--- src/rqd_params.svh ---
// Register offsets, reset values and timing constants of the qualify block
`ifndef RQD_PARAMS_SVH
`define RQD_PARAMS_SVH

`define RQD_ADDR_MASK_LO 7'h1A
`define RQD_ADDR_MASK_HI 7'h1B
`define RQD_ADDR_QUAL_TIME 7'h1C
`define RQD_ADDR_CTRL_A 7'h1D
`define RQD_ADDR_CTRL_B 7'h1E
`define RQD_ADDR_MODE_SEL 7'h1F
`define RQD_ADDR_QUAL_STATUS 7'h19

`define RQD_RST_MASK_LO 8'hFF
`define RQD_RST_MASK_HI 8'hFF
`define RQD_RST_QUAL_TIME 8'h1A
`define RQD_RST_CTRL_A 8'h3A
`define RQD_RST_CTRL_B 8'h04
`define RQD_RST_MODE_SEL 8'h03

`define RQD_POS_DISQ 0
`define RQD_POS_REQ_MULT 4
`define RQD_POS_BUILDOUT 0
`define RQD_POS_BW 1
`define RQD_POS_SLOPE 4
`define RQD_POS_REVERT 0
`define RQD_POS_OFFS_EN 1

`define RQD_CLK_PERIOD_NS 8
`define RQD_TICK_TIME_NS 500000

`endif

--- src/rqd_pkg.sv ---
// Types shared by the reference qualify and loop control block
package rqd_pkg;
    localparam int NUM_REF = 5;
    localparam int DTICK_W = 17;
    localparam int QCNT_W = 22;

    typedef logic [QCNT_W-1:0] rqd_cnt_t;

    typedef enum logic [2:0] {
        BW_0P1HZ,
        BW_1P7HZ,
        BW_3P5HZ,
        BW_14HZ,
        BW_28HZ,
        BW_890HZ,
        BW_FAST_7HZ,
        BW_RESERVED
    } rqd_bw_e;

    typedef enum logic [1:0] {
        SLOPE_885NS,
        SLOPE_7P5US,
        SLOPE_61US,
        SLOPE_UNLIMITED
    } rqd_slope_e;
endpackage

--- src/rqd_ctrl.sv ---
// Reference guard soak qualification and transmit loop control registers
// Operation
// - Each reference has two inhibit bits, low for single-cycle and high for coarse-frequency failure, a set bit blocking that input to the soak timer.
// - A four-bit code picks the disqualify delay, 0000 being the shortest and the others stepping from 0.5 ms to 64 s.
// - The requalify delay is the disqualify delay times 2, 4, 16 or 32 by a two-bit code.
// - With the hitless control at 0 the loop builds out the phase step of a reference change, at 1 it realigns to the new phase.
// - A three-bit code selects loop bandwidth 0.1, 1.7, 3.5, 14, 28, 890 Hz, fast lock 7 Hz, or reserved, with 890 Hz at reset.
// - The bandwidth is capped at 14 Hz for 2 kHz references on the 28 and 890 Hz settings and at 56 Hz for 890 Hz with 8 kHz references.
// - A two-bit code limits the output phase slope to 885 ns/s, 7.5 us/s, 61 us/s or unlimited, the last at reset.
// - The revertive control at 1 lets automatic switching return to a requalified higher-priority reference, at 0 it does not.
// - The offset enable at 1 applies the free-run frequency offset, off at reset, and software sets it only in free-run mode.
// - Hitless switching with phase build-out is in effect straight after reset.
`timescale 1ns/10ps
`include "rqd_params.svh"

module rqd_ctrl
    import rqd_pkg::*;
#(
    parameter int TICK_CYCLES = `RQD_TICK_TIME_NS / `RQD_CLK_PERIOD_NS
) (
    // Clock and reset
    input wire logic CLK_SYS,
    input wire logic RST_B,
    // Register port behind the serial interface
    input wire logic [6:0] REG_ADDR,
    input wire logic REG_WR,
    input wire logic [7:0] REG_WDATA,
    input wire logic REG_RD,
    output logic [7:0] REG_RDATA,
    // Monitor failures, one bit per reference
    input wire logic [NUM_REF-1:0] SINGLE_CYCLE_MONITOR_FAIL,
    input wire logic [NUM_REF-1:0] COARSE_FREQUENCY_MONITOR_FAIL,
    // Rate of the reference currently locked to
    input wire logic LOCKED_REF_2KHZ,
    input wire logic LOCKED_REF_8KHZ,
    // Qualification results
    output logic [NUM_REF-1:0] REF_QUALIFIED,
    // Loop controls
    output logic PHASE_BUILDOUT_EN,
    output logic [2:0] EFF_BANDWIDTH,
    output logic BW_CAP_56HZ,
    output logic [1:0] PHASE_SLOPE_LIMIT,
    output logic REVERTIVE_EN,
    output logic FREQ_OFFSET_APPLY,
    output logic [2:0] LOOP_MODE
);

    // The time base prescaler is 16 bits wide
    if (TICK_CYCLES < 1 || TICK_CYCLES > 65535) begin : g_bad_tick
        $error("TICK_CYCLES out of range");
    end

    typedef struct packed {
        logic [7:0] mask_lo;
        logic [7:0] mask_hi;
        logic [7:0] qual_time;
        logic [7:0] ctrl_a;
        logic [7:0] ctrl_b;
        logic [7:0] mode_sel;
        logic [7:0] rdata;
        logic [15:0] presc;
        logic tick;
        logic [NUM_REF-1:0] qualified;
        logic [NUM_REF-1:0][QCNT_W-1:0] fail_acc;
        logic [NUM_REF-1:0][QCNT_W-1:0] good_cnt;
        logic buildout;
        logic [2:0] eff_bw;
        logic cap56;
        logic [1:0] slope;
        logic revert;
        logic offs;
        logic [2:0] mode;
    } rqd_state_s;

    rqd_state_s st_ff;
    rqd_state_s nxt_st;

    // Disqualify delay in 0.5 ms ticks
    function automatic rqd_cnt_t disq_ticks(input logic [3:0] code);
        logic [DTICK_W-1:0] t;
        t = '0;
        case (code)
            4'h0: t = 17'h00000;
            4'h1: t = 17'd1;
            4'h2: t = 17'd2;
            4'h3: t = 17'd10;
            4'h4: t = 17'd20;
            4'h5: t = 17'd100;
            4'h6: t = 17'd200;
            4'h7: t = 17'd1000;
            4'h8: t = 17'd2000;
            4'h9: t = 17'd4000;
            4'hA: t = 17'd5000;
            4'hB: t = 17'd8000;
            4'hC: t = 17'd16000;
            4'hD: t = 17'd32000;
            4'hE: t = 17'd64000;
            default: t = 17'd128000;
        endcase
        return QCNT_W'(t);
    endfunction

    function automatic rqd_cnt_t qual_ticks(input rqd_cnt_t d,
                                            input logic [1:0] m);
        rqd_cnt_t q;
        q = '0;
        case (m)
            2'h0: q = QCNT_W'(d << 1);
            2'h1: q = QCNT_W'(d << 2);
            2'h2: q = QCNT_W'(d << 4);
            default: q = QCNT_W'(d << 5);
        endcase
        return q;
    endfunction

    logic [2*NUM_REF-1:0] all_mask;
    rqd_cnt_t disq_lim;
    rqd_cnt_t qual_lim;
    assign all_mask = {st_ff.mask_hi[1:0], st_ff.mask_lo};
    assign disq_lim = disq_ticks(st_ff.qual_time[`RQD_POS_DISQ +: 4]);
    assign qual_lim = qual_ticks(disq_lim,
                      st_ff.qual_time[`RQD_POS_REQ_MULT +: 2]);

    always_comb begin
        logic fail;
        logic [2:0] bw;
        nxt_st = st_ff;
        fail = 1'b0;
        bw = 3'h0;

        // Register writes
        if (REG_WR) begin
            if (REG_ADDR == `RQD_ADDR_MASK_LO) begin
                nxt_st.mask_lo = REG_WDATA;
            end else if (REG_ADDR == `RQD_ADDR_MASK_HI) begin
                nxt_st.mask_hi = REG_WDATA;
            end else if (REG_ADDR == `RQD_ADDR_QUAL_TIME) begin
                nxt_st.qual_time = REG_WDATA;
            end else if (REG_ADDR == `RQD_ADDR_CTRL_A) begin
                nxt_st.ctrl_a = REG_WDATA;
            end else if (REG_ADDR == `RQD_ADDR_CTRL_B) begin
                nxt_st.ctrl_b = REG_WDATA;
            end else if (REG_ADDR == `RQD_ADDR_MODE_SEL) begin
                nxt_st.mode_sel = REG_WDATA;
            end
        end

        // Register reads, captured for the serial side
        if (REG_RD) begin
            if (REG_ADDR == `RQD_ADDR_MASK_LO) begin
                nxt_st.rdata = st_ff.mask_lo;
            end else if (REG_ADDR == `RQD_ADDR_MASK_HI) begin
                nxt_st.rdata = st_ff.mask_hi;
            end else if (REG_ADDR == `RQD_ADDR_QUAL_TIME) begin
                nxt_st.rdata = st_ff.qual_time;
            end else if (REG_ADDR == `RQD_ADDR_CTRL_A) begin
                nxt_st.rdata = st_ff.ctrl_a;
            end else if (REG_ADDR == `RQD_ADDR_CTRL_B) begin
                nxt_st.rdata = st_ff.ctrl_b;
            end else if (REG_ADDR == `RQD_ADDR_MODE_SEL) begin
                nxt_st.rdata = st_ff.mode_sel;
            end else if (REG_ADDR == `RQD_ADDR_QUAL_STATUS) begin
                nxt_st.rdata = {3'h0, st_ff.qualified};
            end else begin
                nxt_st.rdata = 8'h00;
            end
        end

        // 0.5 ms time base
        if (st_ff.presc >= 16'(TICK_CYCLES - 1)) begin
            nxt_st.presc = 16'h0000;
            nxt_st.tick = 1'b1;
        end else begin
            nxt_st.presc = st_ff.presc + 16'h0001;
            nxt_st.tick = 1'b0;
        end

        // Guard soak timers
        for (int i = 0; i < NUM_REF; i++) begin
            fail = (SINGLE_CYCLE_MONITOR_FAIL[i] & ~all_mask[2*i]) |
                   (COARSE_FREQUENCY_MONITOR_FAIL[i] &
                    ~all_mask[2*i+1]);
            if (st_ff.qualified[i]) begin
                nxt_st.good_cnt[i] = '0;
                if (fail && st_ff.fail_acc[i] >= disq_lim) begin
                    nxt_st.qualified[i] = 1'b0;
                    nxt_st.fail_acc[i] = '0;
                end else if (st_ff.tick && fail) begin
                    nxt_st.fail_acc[i] = st_ff.fail_acc[i] + 1'b1;
                end else if (st_ff.tick && st_ff.fail_acc[i] != '0) begin
                    nxt_st.fail_acc[i] = st_ff.fail_acc[i] - 1'b1;
                end
            end else begin
                nxt_st.fail_acc[i] = '0;
                if (fail) begin
                    nxt_st.good_cnt[i] = '0;
                end else if (st_ff.good_cnt[i] >= qual_lim) begin
                    nxt_st.qualified[i] = 1'b1;
                    nxt_st.good_cnt[i] = '0;
                end else if (st_ff.tick) begin
                    nxt_st.good_cnt[i] = st_ff.good_cnt[i] + 1'b1;
                end
            end
        end

        // Loop control outputs
        nxt_st.buildout = ~st_ff.ctrl_a[`RQD_POS_BUILDOUT];
        bw = st_ff.ctrl_a[`RQD_POS_BW +: 3];
        nxt_st.cap56 = 1'b0;
        if (LOCKED_REF_2KHZ && (bw == BW_28HZ || bw == BW_890HZ)) begin
            nxt_st.eff_bw = BW_14HZ;
        end else if (LOCKED_REF_8KHZ && bw == BW_890HZ) begin
            nxt_st.eff_bw = bw;
            nxt_st.cap56 = 1'b1;
        end else begin
            nxt_st.eff_bw = bw;
        end
        nxt_st.slope = st_ff.ctrl_a[`RQD_POS_SLOPE +: 2];
        nxt_st.revert = st_ff.ctrl_b[`RQD_POS_REVERT];
        nxt_st.offs = st_ff.ctrl_b[`RQD_POS_OFFS_EN];
        nxt_st.mode = st_ff.mode_sel[2:0];
    end

    always_ff @(posedge CLK_SYS or negedge RST_B) begin
        if (!RST_B) begin
            st_ff <= '0;
            st_ff.mask_lo <= `RQD_RST_MASK_LO;
            st_ff.mask_hi <= `RQD_RST_MASK_HI;
            st_ff.qual_time <= `RQD_RST_QUAL_TIME;
            st_ff.ctrl_a <= `RQD_RST_CTRL_A;
            st_ff.ctrl_b <= `RQD_RST_CTRL_B;
            st_ff.mode_sel <= `RQD_RST_MODE_SEL;
            st_ff.buildout <= 1'b1;
            st_ff.eff_bw <= BW_890HZ;
            st_ff.slope <= SLOPE_UNLIMITED;
            st_ff.mode <= 3'h3;
        end else begin
            st_ff <= nxt_st;
        end
    end

    assign REG_RDATA = st_ff.rdata;
    assign REF_QUALIFIED = st_ff.qualified;
    assign PHASE_BUILDOUT_EN = st_ff.buildout;
    assign EFF_BANDWIDTH = st_ff.eff_bw;
    assign BW_CAP_56HZ = st_ff.cap56;
    assign PHASE_SLOPE_LIMIT = st_ff.slope;
    assign REVERTIVE_EN = st_ff.revert;
    assign FREQ_OFFSET_APPLY = st_ff.offs;
    assign LOOP_MODE = st_ff.mode;

endmodule

--- config.mk ---
export PLATFORM = sky130hd
export DESIGN_NAME = rqd_ctrl
export DESIGN_NICKNAME = d
export VERILOG_FILES = /design/src/rqd_pkg.sv /design/src/rqd_ctrl.sv
export VERILOG_INCLUDE_DIRS = /design/src
export SDC_FILE = /design/constraint.sdc
export NUM_CORES = 1
export LEC_CHECK = 0
export BUFFER_PORTS_ARGS = -buffer_cell sky130_fd_sc_hd__buf_2
export CAP_MARGIN = 20
export CORE_MARGIN = 1.5
export CORE_UTILIZATION = 45
export CTS_BUF_LIST = sky130_fd_sc_hd__clkbuf_16
export CTS_CLUSTER_SIZE = 24
export DETAILED_ROUTE_END_ITERATION = 10
export GPL_TIMING_DRIVEN = 0
export SLEW_MARGIN = 20
export SYNTH_ARGS = -nofsm -noshare
export SYNTH_HDL_FRONTEND = slang
export SYNTH_SLANG_ARGS = --single-unit
--- constraint.sdc ---
create_clock -name CLK_SYS -period 5.4 [get_ports CLK_SYS]
set_input_delay 0.54 -clock CLK_SYS [delete_from_list [all_inputs] [get_ports CLK_SYS]]
set_output_delay 0.54 -clock CLK_SYS [all_outputs]
set_load 0.01 [all_outputs]
==> Word-level counts from Yosys, hierarchy flattened <==
Memories as Yosys holds them, arrays and structs flattened.
Cells that the tools add are included.
{ "op_classes": {"addsub": 16, "mul": 0, "n_div": 0, "n_lt_le_gt_ge": 11, "eq_ne": 16, "n_shift": 0, "muxes": 72, "n_bitwise": 31, "n_reduce_logical": 35} }
{ "ops": {"columns": ["op", "count"], "rows": [
  ["$mux W22", 40],
  ["$add A22 B1 Y22 const B", 10],
  ["$ge A22 B17 Y1", 5],
  ["$ge A22 B22 Y1", 5],
  ["$reduce_bool A22 Y1", 5],
  ["$sub A22 B1 Y22 const B", 5],
  ["$pmux W22 S3", 1],
  ["$eq A7 B5 Y1 const B", 7],
  ["$mux W8", 6],
  ["$mux W1", 22],
  ["$ne A4 B1 Y1 const B", 5],
  ["$reduce_bool A4 Y1", 5],
  ["$logic_and A1 B1 Y1", 17],
  ["$mux W17", 1],
  ["$add A16 B1 Y16 const B", 1],
  ["$ge A16 B16 Y1 const B", 1],
  ["$not A1 Y1", 16],
  ["$and A1 B1 Y1", 10],
  ["$reduce_and A7 Y1", 1],
  ["$eq A3 B3 Y1 const B", 2],
  ["$reduce_and A6 Y1", 1],
  ["$mux W5", 1],
  ["$or A1 B1 Y1", 5],
  ["$reduce_and A5 Y1", 1],
  ["8 further kinds", 8]
]} }
{ "word_totals": {"regBits": 310, "latchBits": 0, "ramBits": 0, "rom_bits": 272, "input_bits": 31, "out_inout_bits": 25, "wordCells": 209, "memories": 1} }
{ "memory_table": {"columns": ["name", "words", "word_bits", "read_ports", "rd_ports_with_merged_regs", "write_ports", "line_no", "rtl"], "rows": [
  ["(no name shown)", 16, 17, 1, 0, 0, "rqd_ctrl.sv:82", "case (code)"]
]} }

==> Depth between registers and ports, before layout <==
{ "depth": {"depth_word": 8, "mapped_depth": 19} }

==> Worst setup path after synthesis <==
No wires, ideal clock.
{ "synth_timing": {"path_kind": "register -> register", "startpoint": "register st_ff[237] (netlist name)", "endpoint": "register st_ff[165] (netlist name)", "setup_ns": 0.078, "arrival_ns": 3.998, "t_required_ns": 5.322, "setup_slack_ns": 1.324, "path_stages_with_launch": 15, "n_path_buf": 2, "path_cell_list": "dfrtp_1 -> clkbuf_1 -> buf_1 -> nand2_1 -> ha_1 -> a211oi_1 -> o21ai_0 -> a22oi_1 -> nor2_1 -> o31a_1 -> o41ai_1 -> o311ai_0 -> xnor2_1 -> or3_1 -> a21oi_1"} }
{ "synth_via": {"elab_chain_len": 4, "word_cells_on_any_way": 6, "cone_classes": "eq/ne: 1; mux: 3; reduce/logical: 2"} }
{ "synth_lines": {"columns": ["item", "line_no", "rtl"], "rows": [
  ["from (decl)", "rqd_ctrl.sv:75", "rqd_state_s st_ff;"],
  ["from (signal assigned)", "rqd_ctrl.sv:238", "st_ff <= nxt_st;"],
  ["$logic_and A1 B1 Y1", "rqd_ctrl.sv:188", "end else if (st_ff.tick && fail) begin"],
  ["$mux W22", "rqd_ctrl.sv:188", null],
  ["$mux W22", "rqd_ctrl.sv:185", "if (fail && st_ff.fail_acc[i] >= disq_lim) begin"],
  ["$mux W22", "rqd_ctrl.sv:183", "if (st_ff.qualified[i]) begin"]
]} }
Several ways; a longest one is shown, not always the timed one.
A chain may end at the register's enable or synchronous reset.

==> Worst setup path after layout <==
{ "layout_timing": {"startpoint": "register st_ff[290] (netlist name)", "endpoint": "register st_ff[116] (netlist name)"} }
{ "layout_via": {"elab_chain_len": 6, "word_cells_on_any_way": 9, "cone_classes": "order compare: 1; eq/ne: 2; mux: 4; reduce/logical: 2"} }
{ "layout_lines": {"columns": ["item", "line_no", "rtl"], "rows": [
  ["$eq A2 B2 Y1, or another cell as far along", "rqd_ctrl.sv:107", "case (m)"],
  ["$pmux W22 S3 (*)", "rqd_ctrl.sv:107", null],
  ["$ge A22 B22 Y1 (*)", "rqd_ctrl.sv:197", "end else if (st_ff.good_cnt[i] >= qual_lim) begin"],
  ["$mux W22", "rqd_ctrl.sv:197", null],
  ["$mux W22", "rqd_ctrl.sv:195", "if (fail) begin"],
  ["$mux W22", "rqd_ctrl.sv:183", null]
]} }
Mark *: on every way between the ends. The rest lies on a longest branch, timed or not.

==> impl_metrics.toml <==
[run_status]
status = "completed"

[synthesis]
async_flop_share_pct = 100.0
synth_cells = 2592
synthesis.area_sq_um = 23280
ys_top_cells_by_area = "dfrtp_1 (30%), ha_1 (15%), nor2_1 (6.3%)"
synth_area_leader_cell = "dfrtp_1"
ys_dominant_reg_cell = "dfrtp_1"
yosysWarnings = 0
synth-seq-cells = 310
syn_area_per_cell_sq_um = 8.983
synth_edf_count = 0
synth_sequential_area_ratio_pct = 33.49
netlist.area_leader.share_pct = 29.77
ys_types = 87
syn_nets = 2911

[power_and_ir_drop]
switching_share_pct = 30.20
p_per_area_nw_per_um2 = 230.8
p_switching_mw = 1.801
clkPwrFrac_pct = 42.8
combPwrFrac_pct = 15.4
ir_worst_vdd_v = 0.0001966
p_leak_nw = 12.05
p_int_mw = 4.163
seqPwrFrac_pct = 41.8

[worst_setup_path]
crit_fanout = 10
crit_arrival_ns = 5.61
worst_setup_path_start_kind = "register"
critical_path_required_ns = 5.90
cp-end-kind = "register"
criticalPathCategory = "reg2reg"

[placed_design]
io_buffer_count = 53
place_area_sq_um = 24540
routabilityCongestion = 0.8947
hpwlAfterDp_um = 45300

[timing]
rsz0062_at_grt = "false"
period_needed_ns = 5.107
fin_crit_sh_pct = 94.58
fmax_mhz = 195.8
tightest_slew_ns = 1.090
skew_ns = 0.01792
finalSetupViolations = 0
setup_tns_ns = 0
slew_headroom_pct = 26.70
hold_ws_ns = 0.1523
maxSlewViolCount = 0
hold_viol = 0

[die]
rows = 83
dieArea_sq_um = 53120
die_h_um = 230.5
start_util_pct = 45.48
coreArea_sq_um = 51200
io_pins = 56
die_w_um = 230.5

[detailed_routing]
wire_per_inst_um = 18.25
route.detailed.drc = 0
drtAntennaViolNets = 0
drt_pass1_iterations = 5
vias = 19340
drtIter0Drc = 1240
wirelength_um = 62120
via_per_inst = 5.682

[cts]
cts-root-buf = "clkbuf_16"
htree_levels = 2
cts_buffers = 40
cts_tree = "built"
clk_latency_ns = 0.57
path_clk_slew_ns = 0.06
cts_setup_buffers = 0
clkSinkCount = 310
cts_max_path_buffers = 3

[min_path]
hold_path.class = "in2reg"

[global_routing]
gr-total-overflow = 0
grt_pass1_vias = 19050
grt_max_degree = 91
antenna_found_initial = 1
grt_pass1_wl_um = 100900
grt.total_usage_pct = 23.63

[cells_and_area]
area_growth_pct = 10.97
fin_nets = 3013
antenna_cells = 0
multiInputGateArea_sq_um = 14770
ff_latch_area_sq_um = 7799
n_fill_cell = 4729
final_area_sq_um = 25840
drive_above_1_share_pct = 11.16

[job]
cap_violations = 0
synthesized netlist by cell type (46+ instances only):
master,instances
xor2_1,100
nor2_1,388
inv_1,80
nand2_1,161
ha_1,283
nand4_1,48
nand3_1,64
mux2i_1,49
mux2_2,52
dfrtp_1,277
a21oi_1,207
xnor2_1,101
clkbuf_1,52
nor3_1,46
a21o_1,62
o21ai_0,110
sequential cells by signal, summed over array words and instances (netlist names):
register / cells
FREQ_OFFSET_APPLY: 1
LOOP_MODE: 3
all_mask: 10
st_ff: 268
EFF_BANDWIDTH: 3
REG_RDATA: 8
nxt_st: 7
REVERTIVE_EN: 1
REF_QUALIFIED: 5
PHASE_BUILDOUT_EN: 1
BW_CAP_56HZ: 1
PHASE_SLOPE_LIMIT: 2
per-layer routing:
| metal | up-vias | GRT usage [%] | part of all wire, % |
|---|---|---|---|
| met5 | - | 0 | 0.027 |
| met4 | 2 | 8.497 | 3.6 |
| met3 | 117 | 4.088 | 4.6 |
| met2 | 368 | 38.57 | 45 |
| met1 | 9373 | 31.42 | 46 |
| li1 | 9483 | - | - |
critical path, stage by stage (launching register included):
cell      delay, ns
dfstp_2        0.58
buf_4          0.22
buf_1          0.39
buf_1          0.45
mux2i_1        0.45
a21oi_1        0.38
ha_1           0.32
a21o_1         0.15
a21oi_1        0.14
nor2b_1        0.06
o21ai_0        0.16
nand2b_1       0.08
a21oi_1        0.14
nor2b_1        0.06
o21ai_0        0.67
nand4_2        0.39
buf_6          0.27
nor2_2         0.12
path summary, 6_finish.rpt:
kind	start	to	slack, ns	depth (start not counted)
worst max-delay path	st_ff[290]$_DFFE_PN1P_	st_ff[116]$_DFFE_PN0P_	0.29	17
worst min register to register	nxt_st[6]$_DFFE_PN1P_	PHASE_SLOPE_LIMIT[1]$_DFF_PN1_	0.37	0
max in group asynchronous	RST_B	st_ff[207]$_DFFE_PN0P_	3.68	4
worst min-delay path	LOCKED_REF_2KHZ	BW_CAP_56HZ$_DFF_PN0_	0.15	2
worst max register to register	st_ff[290]$_DFFE_PN1P_	st_ff[116]$_DFFE_PN0P_	0.29	17
min in group asynchronous	RST_B	st_ff[52]$_DFFE_PN0P_	0.49	2
power by group through the flow:
stage	clock network (mW)	registers [mW]	logic [mW]
after global routing	2.72	2.50	1.01
after global placement	0	2.53	0.886
after CTS	2.63	2.49	0.921
final	2.55	2.49	0.918
after floorplan	0	2.47	0.567
after detailed placement	0	2.53	0.912
cell usage in the layout (no fill, tap or decap), types with 11 or more instances in the layout:
cell type	count
or3_1	13
a21oi_1	206
nor2_1	388
clkinv_1	11
nand2_1	157
and2_1	15
or4_1	14
o21bai_1	14
clkbuf_1	51
o21ai_0	107
dfrtp_1	277
nor3_1	45
xor2_1	100
nand4_1	48
dfstp_2	33
ha_1	283
buf_4	24
a31oi_1	18
nor2b_1	35
xnor2_1	101
a21o_1	62
nand3_1	64
mux2_2	52
nor4_1	20
o211ai_1	16
clkbuf_16	40
a211oi_1	21
nor2_2	20
mux2i_1	47
and3_1	32
inv_1	84
nand2b_1	36
o21a_1	31
buf_2	58
o31ai_1	13
cell families (layout without fill, tap and decap cells):
family | Yosys count | in the layout | synth area share, %
compound gates | 580 | 580 | 15.64
xor+xnor | 201 | 201 | 7.560
fa+ha+maj | 291 | 291 | 15.77
buf+inv | 173 | 305 | 3.369
flops | 310 | 310 | 33.49
mux | 109 | 109 | 5.325
simple gates | 928 | 928 | 18.84
stage by stage:
step | utilization (%) | setup slack [ns] | std cells | power (mW)
after global routing | 50.47 | 0.009048 | 3404 | 6.221
after CTS | 50.39 | 0.01387 | 3404 | 6.039
after floorplan | - | 1.324 | 2592 | 3.038
final | 50.47 | 0.2929 | 3404 | 5.964
after detailed placement | 47.94 | -0.4293 | 3331 | 3.444
after global placement | 47.66 | -2.408 | 3325 | 3.417
timing repair:
| action | 4_1_cts | 5_1_grt |
|---|---|---|
| hold endpoints to repair | 50 | 0 |
| hold buffers | 1 | 0 |
| resized for setup | 6 | 9 |
| setup endpoints to repair | 26 | 66 |
cell type report:
type                    count  area share [%]
inverters                  82           1.191
clock inverters            32          0.8958
plain buffers              91           1.879
clock buffers              40           3.874
well taps                 680           3.293
repair buffers             60           1.525
flip-flops and latches    310           30.18
multi-input cells        2109           57.16
Note: power is estimated with default switching activity, not from simulation.
